### config.mk
export PLATFORM = sky130hd
export DESIGN_NAME = vcs_device_flat
export DESIGN_NICKNAME = d
export VERILOG_FILES = /design/src/core/vcs_pkg.sv /design/src/core/vcs_link_if.sv /design/src/core/vcs_device.sv /design/src/flat_wrapper.sv
export VERILOG_INCLUDE_DIRS = /design/src /design/src/core
export SDC_FILE = /design/constraint.sdc
export NUM_CORES = 2
export LEC_CHECK = 0
export ABC_AREA = 1
export CAP_MARGIN = 20
export CORE_ASPECT_RATIO = 1.5
export CORE_MARGIN = 1
export CORE_UTILIZATION = 50
export DETAILED_ROUTE_END_ITERATION = 10
export DONT_BUFFER_PORTS = 1
export SETUP_SLACK_MARGIN = 0.2
export SLEW_MARGIN = 20
export SYNTH_ARGS = -nofsm -noshare
export SYNTH_HDL_FRONTEND = slang
export SYNTH_SLANG_ARGS = --single-unit
### constraint.sdc
create_clock -name i_clk -period 4.76 [get_ports i_clk]
set_input_delay 0.476 -clock i_clk [delete_from_list [all_inputs] [get_ports i_clk]]
set_output_delay 0.476 -clock i_clk [all_outputs]
set_load 0.02 [all_outputs]
### src/core/vcs_consts.svh
// What this block does
// - Lock blocks writes to limit, grids, map
// - Map pointer stays writable while locked
// - Lock bit D1: 0 unlocked, 1 locked
// - Blink bit: 0 slow 1s, 1 fast 0.5s
// - Blink period counts multiplex clock edges
// - Font bit D3 picks 14 or 16 segment
// - Font 0 is 14/7, 1 is 16/7
// - Sync bit restarts blink and scan
// - Sync clears blink counters at select rise
// - Clear bit D5 erases segment data
// - Clear hits 0x20-0x7f at select rise
// - Mode bit D6 picks 96/2 or 48/1
// - Config read returns live blink phase D7
// - Select low framing, data sampled clock rise
// - Ignore clock and data while deselected
// - Serial out routed to pump or logic outputs
// - Serial out always driven, never floating
// - Word is address byte then data byte
// - Host sends msb first, msb high reads
// - Chain delay 15.5 serial clock cycles
// - Host sends 16 times n clocks
// - All-zero word is a no-op
// - Output zero low after reset feeds no-ops
`ifndef VCS_CONSTS_SVH
`define VCS_CONSTS_SVH

// ----------------------------------------
// command addresses
// ----------------------------------------
`define VCS_ADDR_NOOP 7'h00
`define VCS_ADDR_GRIDS 7'h03
`define VCS_ADDR_CFG 7'h04
`define VCS_ADDR_MAP_DATA 7'h06
`define VCS_ADDR_MAP_PTR 7'h07
`define VCS_ADDR_PORT_CFG 7'h0a
`define VCS_ADDR_SHIFT_LIMIT 7'h0e
`define VCS_ADDR_MEM_LO 7'h20
`define VCS_MEM_DEPTH 96
`define VCS_MAP_DEPTH 8

// ----------------------------------------
// field positions
// ----------------------------------------
`define VCS_CMD_RD_BIT 15
`define VCS_CFG_SHDN 0
`define VCS_CFG_LOCK 1
`define VCS_CFG_FAST 2
`define VCS_CFG_FONT 3
`define VCS_CFG_SYNC 4
`define VCS_CFG_CLEAR 5
`define VCS_CFG_MODE 6
`define VCS_CFG_PHASE 7
`define VCS_PCFG_SEL_LSB 0
`define VCS_PCFG_P0_LVL 2
`define VCS_PCFG_P1_LVL 3
`define VCS_PCFG_PUMP_LVL 4
`define VCS_SEL_NONE 2'h0
`define VCS_SEL_PUMP 2'h1
`define VCS_SEL_OUT_ZERO 2'h2
`define VCS_SEL_OUT_ONE 2'h3

// ----------------------------------------
// reset values
// ----------------------------------------
`define VCS_CFG_RESET 8'h00
`define VCS_PCFG_RESET 8'h00

// ----------------------------------------
// timing
// ----------------------------------------
`define VCS_CLK_PERIOD_NS 100
`define VCS_SCLK_HALF_NS 400
`define VCS_SCLK_HALF_CNT (`VCS_SCLK_HALF_NS / `VCS_CLK_PERIOD_NS)
`define VCS_MUX_CLK_KHZ 4000
`define VCS_BLINK_SLOW_MS 1000
`define VCS_BLINK_FAST_MS 500
`define VCS_BLINK_SLOW_CNT (`VCS_MUX_CLK_KHZ * `VCS_BLINK_SLOW_MS)
`define VCS_BLINK_FAST_CNT (`VCS_MUX_CLK_KHZ * `VCS_BLINK_FAST_MS)
`define VCS_WORD_BITS 16

`endif

### src/core/vcs_pkg.sv
package vcs_pkg;
   // one serial command word, msb first on the wire
   typedef struct packed {
      logic rd;
      logic [6:0] addr;
      logic [7:0] data;
   } vcs_cmd_type;

   // host frame sequencer
   typedef enum logic [2:0] {
      VCS_H_IDLE,
      VCS_H_LOW,
      VCS_H_HIGH,
      VCS_H_CS_UP,
      VCS_H_TAIL
   } vcs_hstate_type;

   typedef logic [1:0] vcs_dout_sel_type;
endpackage

### src/core/vcs_link_if.sv
`timescale 1ns/100ps
interface vcs_link_if;
   logic sclk;
   logic cs_n;
   logic din;
   logic pump;
   logic logic_output_zero;
   logic logic_output_one;

   modport device (
      input sclk, cs_n, din,
      output pump, logic_output_zero, logic_output_one
   );

   modport host (
      output sclk, cs_n, din,
      input pump, logic_output_zero, logic_output_one
   );
endinterface

### src/core/vcs_device.sv
`timescale 1ns/100ps
`include "vcs_consts.svh"
module vcs_device #(
   parameter int unsigned BLINK_SLOW_CNT = `VCS_BLINK_SLOW_CNT,
   parameter int unsigned BLINK_FAST_CNT = `VCS_BLINK_FAST_CNT
) (
   // clock and reset
   input wire logic i_clk,
   input wire logic i_sys_rst,
   // multiplex oscillator, asynchronous
   input wire logic i_mux_clk,
   // serial link
   vcs_link_if.device link,
   // configuration state
   output logic o_shutdown_n,
   output logic o_lock,
   output logic o_blink_fast,
   output logic o_font_16seg,
   output logic o_mode_two_per_grid,
   output logic o_blink_first_half,
   output logic o_scan_restart,
   output logic [7:0] o_shift_limit,
   output logic [7:0] o_grids,
   output vcs_pkg::vcs_dout_sel_type o_dout_sel
);
   import vcs_pkg::*;

   localparam int CW = $clog2(BLINK_SLOW_CNT + 1);

   // ----------------------------------------
   // input synchronisers
   // ----------------------------------------
   logic [2:0] sclk_q;
   logic [2:0] csn_q;
   logic [1:0] din_q;
   logic [2:0] mux_q;

   // stage 0 feeds stage 1 only; edges are taken between stages 1 and 2
   always_ff @(posedge i_clk) begin
      if (i_sys_rst) begin
         sclk_q <= 3'h0;
         csn_q <= 3'h7;
         din_q <= 2'h0;
         mux_q <= 3'h0;
      end else begin
         sclk_q <= {sclk_q[1:0], link.sclk};
         csn_q <= {csn_q[1:0], link.cs_n};
         din_q <= {din_q[0], link.din};
         mux_q <= {mux_q[1:0], i_mux_clk};
      end
   end

   wire selected = ~csn_q[1];
   wire sclk_rise = sclk_q[1] & ~sclk_q[2] & selected;
   wire sclk_fall = ~sclk_q[1] & sclk_q[2] & selected;
   wire cs_rise = csn_q[1] & ~csn_q[2];
   wire cs_fall = ~csn_q[1] & csn_q[2];
   wire mux_tick = mux_q[1] & ~mux_q[2];

   // ----------------------------------------
   // command decode
   // ----------------------------------------
   logic [15:0] shreg;
   logic [7:0] cfg;
   logic [7:0] port_cfg;
   logic [7:0] shift_limit;
   logic [7:0] grids;
   logic [7:0] map_ptr;
   logic [7:0] map_mem [0:`VCS_MAP_DEPTH-1];
   logic [7:0] disp_mem [0:`VCS_MEM_DEPTH-1];
   logic [CW-1:0] blink_cnt;
   logic blink_first;
   logic scan_restart;
   logic dout_bit;

   // the shift register itself is the latch: it shifts only while selected and loads read data as select rises
   wire vcs_cmd_type cmd = shreg;
   wire cmd_wr = cs_rise & ~cmd.rd;
   wire cmd_rd = cs_rise & cmd.rd;
   wire locked = cfg[`VCS_CFG_LOCK];
   // address 0x00 matches nothing below, so the zero word does nothing
   wire hit_cfg = cmd.addr == `VCS_ADDR_CFG;
   wire hit_grids = cmd.addr == `VCS_ADDR_GRIDS;
   wire hit_limit = cmd.addr == `VCS_ADDR_SHIFT_LIMIT;
   wire hit_map = cmd.addr == `VCS_ADDR_MAP_DATA;
   wire hit_ptr = cmd.addr == `VCS_ADDR_MAP_PTR;
   wire hit_pcfg = cmd.addr == `VCS_ADDR_PORT_CFG;
   wire hit_mem = cmd.addr >= `VCS_ADDR_MEM_LO;
   wire [6:0] mem_idx = 7'(cmd.addr - `VCS_ADDR_MEM_LO);
   wire [2:0] map_idx = map_ptr[2:0];

   // locked writes vanish with no flag and no effect on framing
   wire wr_cfg = cmd_wr & hit_cfg;
   wire wr_grids = cmd_wr & hit_grids & ~locked;
   wire wr_limit = cmd_wr & hit_limit & ~locked;
   wire wr_map = cmd_wr & hit_map & ~locked;
   wire wr_ptr = cmd_wr & hit_ptr;
   wire wr_pcfg = cmd_wr & hit_pcfg;
   wire wr_mem = cmd_wr & hit_mem;
   wire clr_mem = wr_cfg & cmd.data[`VCS_CFG_CLEAR];
   wire blink_sync = wr_cfg & cmd.data[`VCS_CFG_SYNC];

   // ----------------------------------------
   // read-back selection
   // ----------------------------------------
   wire [7:0] cfg_view = {blink_first, cfg[6:0]};
   wire [7:0] mem_view = hit_mem ? disp_mem[mem_idx] : 8'h00;
   wire [7:0] rd_data =
      hit_cfg ? cfg_view :
      hit_grids ? grids :
      hit_limit ? shift_limit :
      hit_map ? map_mem[map_idx] :
      hit_ptr ? map_ptr :
      hit_pcfg ? port_cfg :
      mem_view;

   // ----------------------------------------
   // serial shift path
   // ----------------------------------------
   // read data replaces the low byte so the next frame shifts it out
   always_ff @(posedge i_clk) begin
      if (i_sys_rst) begin
         shreg <= 16'h0000;
      end else if (sclk_rise) begin
         shreg <= {shreg[14:0], din_q[1]};
      end else if (cmd_rd) begin
         shreg <= {shreg[15:8], rd_data};
      end
   end

   // out bit moves on the falling edge: 15 rises in, half a cycle out
   always_ff @(posedge i_clk) begin
      if (i_sys_rst) begin
         dout_bit <= 1'b0;
      end else if (sclk_fall || cs_fall) begin
         dout_bit <= shreg[15];
      end
   end

   // ----------------------------------------
   // registers
   // ----------------------------------------
   always_ff @(posedge i_clk) begin
      if (i_sys_rst) begin
         cfg <= `VCS_CFG_RESET;
         port_cfg <= `VCS_PCFG_RESET;
         shift_limit <= 8'h00;
         grids <= 8'h00;
         map_ptr <= 8'h00;
      end else begin
         if (wr_cfg) begin
            cfg <= cmd.data;
         end
         if (wr_pcfg) begin
            port_cfg <= cmd.data;
         end
         if (wr_limit) begin
            shift_limit <= cmd.data;
         end
         if (wr_grids) begin
            grids <= cmd.data;
         end
         if (wr_ptr) begin
            map_ptr <= cmd.data;
         end
      end
   end

   // map contents kept as plain storage, no reset needed
   always_ff @(posedge i_clk) begin
      if (wr_map) begin
         map_mem[map_idx] <= cmd.data;
      end
   end

   // one flop group per display byte so the clear hits all in one edge
   genvar gi;
   generate
      for (gi = 0; gi < `VCS_MEM_DEPTH; gi = gi + 1) begin : g_mem
         always_ff @(posedge i_clk) begin
            if (i_sys_rst || clr_mem) begin
               disp_mem[gi] <= 8'h00;
            end else if (wr_mem && mem_idx == 7'(gi)) begin
               disp_mem[gi] <= cmd.data;
            end
         end
      end
   endgenerate

   // ----------------------------------------
   // blink timing
   // ----------------------------------------
   // counting oscillator edges keeps the period tied to its frequency
   wire [CW-1:0] blink_half =
      cfg[`VCS_CFG_FAST] ? CW'(BLINK_FAST_CNT - 1) : CW'(BLINK_SLOW_CNT - 1);
   wire blink_wrap = blink_cnt >= blink_half;

   always_ff @(posedge i_clk) begin
      if (i_sys_rst || blink_sync) begin
         blink_cnt <= '0;
         blink_first <= 1'b1;
      end else if (mux_tick) begin
         if (blink_wrap) begin
            blink_cnt <= '0;
            blink_first <= ~blink_first;
         end else begin
            blink_cnt <= blink_cnt + CW'(1);
         end
      end
   end

   // one pulse to the scan logic; a one-off flicker is accepted
   always_ff @(posedge i_clk) begin
      if (i_sys_rst) begin
         scan_restart <= 1'b0;
      end else begin
         scan_restart <= blink_sync;
      end
   end

   // ----------------------------------------
   // output pins
   // ----------------------------------------
   wire [1:0] dsel = port_cfg[`VCS_PCFG_SEL_LSB +: 2];
   // every pin is a plain push-pull level, even while deselected
   wire next_pump = (dsel == `VCS_SEL_PUMP) ? dout_bit : port_cfg[`VCS_PCFG_PUMP_LVL];
   wire next_out_zero =
      (dsel == `VCS_SEL_OUT_ZERO) ? dout_bit : port_cfg[`VCS_PCFG_P0_LVL];
   wire next_out_one =
      (dsel == `VCS_SEL_OUT_ONE) ? dout_bit : port_cfg[`VCS_PCFG_P1_LVL];

   always_ff @(posedge i_clk) begin
      if (i_sys_rst) begin
         link.pump <= 1'b0;
         link.logic_output_zero <= 1'b0;
         link.logic_output_one <= 1'b0;
      end else begin
         link.pump <= next_pump;
         link.logic_output_zero <= next_out_zero;
         link.logic_output_one <= next_out_one;
      end
   end

   assign o_shutdown_n = cfg[`VCS_CFG_SHDN];
   assign o_lock = cfg[`VCS_CFG_LOCK];
   assign o_blink_fast = cfg[`VCS_CFG_FAST];
   assign o_font_16seg = cfg[`VCS_CFG_FONT];
   assign o_mode_two_per_grid = cfg[`VCS_CFG_MODE];
   assign o_blink_first_half = blink_first;
   assign o_scan_restart = scan_restart;
   assign o_shift_limit = shift_limit;
   assign o_grids = grids;
   assign o_dout_sel = dsel;
endmodule

### src/flat_wrapper.sv
// flat-port wrapper written by rule: the top's interface ports become plain ports
module vcs_device_flat import vcs_pkg::*;
#(
   parameter int unsigned BLINK_SLOW_CNT = `VCS_BLINK_SLOW_CNT,
   parameter int unsigned BLINK_FAST_CNT = `VCS_BLINK_FAST_CNT
)
  (i_clk, i_sys_rst, i_mux_clk, o_shutdown_n, o_lock, o_blink_fast, o_font_16seg, o_mode_two_per_grid, o_blink_first_half, o_scan_restart, o_shift_limit, o_grids, o_dout_sel, link_sclk, link_cs_n, link_din, link_pump, link_logic_output_zero, link_logic_output_one);
  vcs_link_if link_i ();
  input wire logic i_clk;
  input wire logic i_sys_rst;
  input wire logic i_mux_clk;
  output logic o_shutdown_n;
  output logic o_lock;
  output logic o_blink_fast;
  output logic o_font_16seg;
  output logic o_mode_two_per_grid;
  output logic o_blink_first_half;
  output logic o_scan_restart;
  output logic [7:0] o_shift_limit;
  output logic [7:0] o_grids;
  output vcs_pkg::vcs_dout_sel_type o_dout_sel;
  input wire logic [$bits(link_i.sclk)-1:0] link_sclk;
  input wire logic [$bits(link_i.cs_n)-1:0] link_cs_n;
  input wire logic [$bits(link_i.din)-1:0] link_din;
  output wire logic [$bits(link_i.pump)-1:0] link_pump;
  output wire logic [$bits(link_i.logic_output_zero)-1:0] link_logic_output_zero;
  output wire logic [$bits(link_i.logic_output_one)-1:0] link_logic_output_one;
  assign link_i.sclk = link_sclk;
  assign link_i.cs_n = link_cs_n;
  assign link_i.din = link_din;
  assign link_pump = link_i.pump;
  assign link_logic_output_zero = link_i.logic_output_zero;
  assign link_logic_output_one = link_i.logic_output_one;
  vcs_device #(.BLINK_SLOW_CNT(BLINK_SLOW_CNT), .BLINK_FAST_CNT(BLINK_FAST_CNT)) u_core (.i_clk(i_clk), .i_sys_rst(i_sys_rst), .i_mux_clk(i_mux_clk), .link(link_i), .o_shutdown_n(o_shutdown_n), .o_lock(o_lock), .o_blink_fast(o_blink_fast), .o_font_16seg(o_font_16seg), .o_mode_two_per_grid(o_mode_two_per_grid), .o_blink_first_half(o_blink_first_half), .o_scan_restart(o_scan_restart), .o_shift_limit(o_shift_limit), .o_grids(o_grids), .o_dout_sel(o_dout_sel));
endmodule
Word level (Yosys, flattened, before mapping) --
Memories as Yosys holds them, arrays and structs flattened. A register that Yosys moved wholly into a read port is not among the register bits. Index checks and enable logic that the tools add are counted.
Storage, ports and cells: memories kept 2, logic and storage cells 759, bits in registers 94, output and inout port bits 28, memory bits (writable) 832
Memory list:
- u_core.disp_mem | depth 96, width 8, read ports 1, clocked after memory_dff 0, write ports 96, line vcs_device.sv:70 | logic [7:0] disp_mem [0:`VCS_MEM_DEPTH-1];
- u_core.map_mem | depth 8, width 8, read ports 1, clocked after memory_dff 1, write ports 1, line vcs_device.sv:69 | logic [7:0] map_mem [0:`VCS_MAP_DEPTH-1];
Operators by class: equality and inequality tests 104, $add $sub $neg 2, mux-type cells 404, order comparisons 2, reductions and logical operators 102, bitwise operators 125
Operator list (number):
- two-way mux 8 bit | 104
- two-way mux 1 bit | 295
- == test 7 x 6 -> 1 bit (second input constant) | 32
- == test 7 bit (second input constant) | 32
- == test 7 x 5 -> 1 bit (second input constant) | 16
- logical AND 1 bit | 96
- OR 1 bit | 96
- == test 7 x 4 -> 1 bit (second input constant) | 10
- == test 7 x 3 -> 1 bit (second input constant) | 7
- two-way mux 22 bit | 2
- adder 22 x 1 -> 22 bit (second input constant) | 1
- >= comparator 22 bit | 1
- AND 1 bit | 21
- == test 7 x 2 -> 1 bit (second input constant) | 3
- two-way mux 16 bit | 1
- NOT 1 bit | 8
- == test 7 x 1 -> 1 bit (second input constant) | 1
- >= comparator 7 x 6 -> 1 bit (second input constant) | 1
- logical NOT 7 bit | 1
- subtractor 7 x 6 -> 7 bit (second input constant) | 1
- two-way mux 3 bit | 2
- == test 2 bit (second input constant) | 2
- logical OR 1 bit | 3
- == test 2 x 1 -> 1 bit (second input constant) | 1
- other kinds (2) | 2

Logic depth before layout (Yosys ltp) --
An unclocked memory read counts as a cell.
depth after elaboration 11, gate-level depth with buffers 22, gate-level depth less buffers 21

Least setup slack after synthesis --
Ideal clock, no wire load.
path type register to register, start register u_core.shreg[14] (netlist: u_core.cmd[14]), end memory u_core.disp_mem[34][0] (enable), data arrival time 2601 ps, slack 1775 ps, stages on the path, launching flop included 9, period minus slack after synthesis 2985 ps, cell sequence dfxtp_1 inv_1 ha_1 inv_1 clkbuf_1 nor2_2 buf_2 inv_1 o21ai_0
RTL lines:
- start: declaration | line vcs_device.sv:63 | logic [15:0] shreg;
- start signal: assignment | line vcs_device.sv:125 | shreg <= {shreg[14:0], din_q[1]};
- start signal: assignment | line vcs_device.sv:127 | shreg <= {shreg[15:8], rd_data};
- end: declaration | line vcs_device.sv:70

==> results.cfg <==
[synth]
ys_top_cells_by_area = edfxtp_1 60%, nand2_1 8.9%, nor2_1 8.5%
synthesis.area_um2 = 41600
synthFlopType = edfxtp_1
synth_fp_nets = 4127
synthArstFlopShare = 0
ys_seq_elements = 929
synth_top_area_frac = 0.601
synth_edf_count = 832
seq_area_frac_synth = 0.648
syn_inst = 4112
syn_area_per_cell_um2 = 10.1
ys_types = 51
yosysWarnings = 0
yosysTopAreaCell = edfxtp_1

[power]
power.share.switching = 0.214
clockPowerShare = 0.419
peakVddDrop_uv = 281
powerDensity_nw_per_um2 = 365
p_leak_uw = 0.0160
p_sw_uw = 3550
seqPwrFrac = 0.551
p_int_uw = 13000
p_total_uw = 16600
power_frac_comb = 0.030

[setup_path]
path_cells = nor2_2 > inv_2 > nor2_2 > inv_2 > nor2_1 > inv_2 > nor2_2 > buf_4 > nand2_1 > nand2_1 > inv_8 > buf_4 > o21ai_0 > buf_4
critPathKind = register to register
critPathArrivalTime_ns = 4.45
slowest_delay_ns = 0.66
slowest_stage = dfxtp_1
cp.required_ns = 5.20
cp-start-kind = register
critical-path-top-delay-family = buffers and inverters
endpoint_kind = register
cp_max_fo = 127
path_buf_inv = 7

[finish]
multi_input_area_um2 = 12800
area_growth_pct = 9.27
fillers = 7223
layout_commonest_cell = nand2_1
drive_above_1_share = 0.0861
nets = 4054
final_cells = 5160
regArea_um2 = 26900
final_cell_mix = 981 x nand2_1, 930 x nor2_1, 832 x edfxtp_1
final_area_um2 = 45400

[timing]
finClkSkew_ns = 0.0257
setup_viol_count_final = 0
hold_viol_final = 0
setup_tns_ns = 0
fin_crit_ns = 4.01
slew_headroom = 0.256
slew_violations = 0
min_period_over_period = 0.842
fmax_mhz = 249
rsz0062_at_grt = false
tightest_slew_ns = 1.12
finalHoldWorstSlack_ns = 0.0726

[clock_network]
cts-resized-gates = 0
clk_pin_slew_worst_paths_ns = 0.07
clockRootBuffer = clkbuf_16
cts_tree = done
cts_buffers = 88
clk_latency_ns = 0.69
h-tree-depth = 3
post_cts_buffers = 0
cts.sinks = 929
ctsLongestPathBuffers = 3

[die]
initial_core_util = 0.505
core_area_um2 = 82300
dieArea_um2 = 84300
rows = 129
die_height_um = 355
num_io_pins = 34
die-width_um = 237

[grt]
grt_util_met2 = 0.504
grt_first_pass_wirelength_um = 184000
use_met1 = 0.359
antenna_found_initial = 0
overflow = 0
grt_use_met3 = 0.0407
grt_start_max_net_pins = 128
busiest_layer = met2
grt_usage = 0.296
grt_pass1_vias = 29200

[drt]
drt_iter0_drc = 2759
vias_per_cell = 5.83
drtPass1Iterations = 6
detail_route.wl_per_cell_um = 24.1
drc_errors = 0
routed_wl_um = 125000
ant_nets = 0
dr_total_vias = 30100

[placement]
gp_congestion = 0.959
io_buffers = 0
place_area_um2 = 42600
place_inst = 4992
dpl.hpwl_um = 77700

[flow_run]
max_cap_violations = 0

[run_status]
status = finished, final reports clean

[worst_hold_path]
hold_class = primary input to register
[cells in the mapped netlist, types with 2 or more instances]
library cell  count
nor2_2           12
nor4_1            2
nand3_1         104
o32ai_1           4
buf_1            14
nand3_2          48
nand3_4           8
nor2_4            8
ha_1              9
buf_2            83
nand2_1         981
nand2_2           2
nor3_1           14
xor2_1            6
or2_2             9
dfxtp_1          97
nor2_1          936
mux2i_1          12
edfxtp_1        832
clkbuf_1        155
nor3b_1           8
nand3b_1          2
a22oi_1         250
nand4_1          23
a21oi_1         100
o21ai_0         151
buf_6             3
o22ai_1          11
nand2_4           3
buf_4            16
clkinv_1          2
inv_1           143
o21ai_1           5
inv_2            20
a21o_1            9
o221ai_1          8
a211oi_1          8
[worst register-to-register path: cells and delay by family, from the launching register on]
family                 cells  cell delay (ns)
buffers and inverters      7             2.24
AOI/OAI and AO/OA          1             0.29
DFF                        1             0.66
and+or+nand+nor            6             0.59
[metrics by stage]
stage                     worst slack (ns)   util
after floorplan                       1.77      -
after global placement               0.939  0.517
after detailed placement             0.878  0.517
after CTS                            0.863  0.552
after global routing                 0.536  0.552
final                                0.752  0.552
[path summary, 6_finish.rpt]
check | startpoint | end | slack (ns) | cells after the start
max | u_core.cmd[12] | u_core.disp_mem[23][2] | 0.75 | 14
min | i_sys_rst | u_core.cmd[3] | 0.07 | 2
max reg2reg | u_core.cmd[12] | u_core.disp_mem[23][2] | 0.75 | 14
min reg2reg | u_core.mux_q[0] | u_core.mux_q[1] | 0.40 | 2
[power by group through the flow]
stage | combinational, uW | sequential [uW] | clock, uW
after floorplan | 320 | 9290 | 0
after detailed placement | 491 | 9310 | 0
after global routing | 542 | 9160 | 7280
after global placement | 488 | 9310 | 0
final | 504 | 9140 | 6940
after CTS | 501 | 9140 | 7000
[layout make-up]
class                   count  area share
diodes                      2    0.000110
clock buffers             115      0.0533
clock inverters            46     0.00774
inverters                 166      0.0145
multi-input cells        2746       0.283
flip-flops and latches    929       0.593
well taps                1048      0.0289
repair buffers            108      0.0197
[flip-flops by register name (all words and copies together), names as in the netlist, 2 cells and up, named ones only]
signal and count:
u_core.csn_q 3, u_core.disp_mem 768, u_core.sclk_q 3, u_core.o_shift_limit 8
u_core.map_ptr 8, u_core.port_cfg 8, u_core.map_mem 64, u_core.din_q 2
u_core.cfg 7, u_core.mux_q 3, u_core.o_grids 8, u_core.blink_cnt 22
u_core.cmd 16
[cell families after synthesis]
group                    Yosys count  share of synthesized area
multiplexers                      12                    0.00289
adder cells (fa/ha/maj)            9                    0.00271
AND/OR/NAND/NOR                 2165                      0.216
buffers and inverters            437                     0.0440
flip-flops                       929                      0.648
AO/OA/AOI/OAI                    553                     0.0850
XOR/XNOR                           7                    0.00148
[metal layers]
metal  up-vias  part of all wire
met5         -                 0
met3       314             0.065
met4         0             0.059
met2      1204              0.49
li1      13900                 -
met1     14700              0.38
[repair_timing]
item                       CTS  global route
hold buffers                 5             0
hold endpoints to repair    31             0
setup endpoints to repair    0             0
Note: power is estimated with default switching activity, not from simulation.
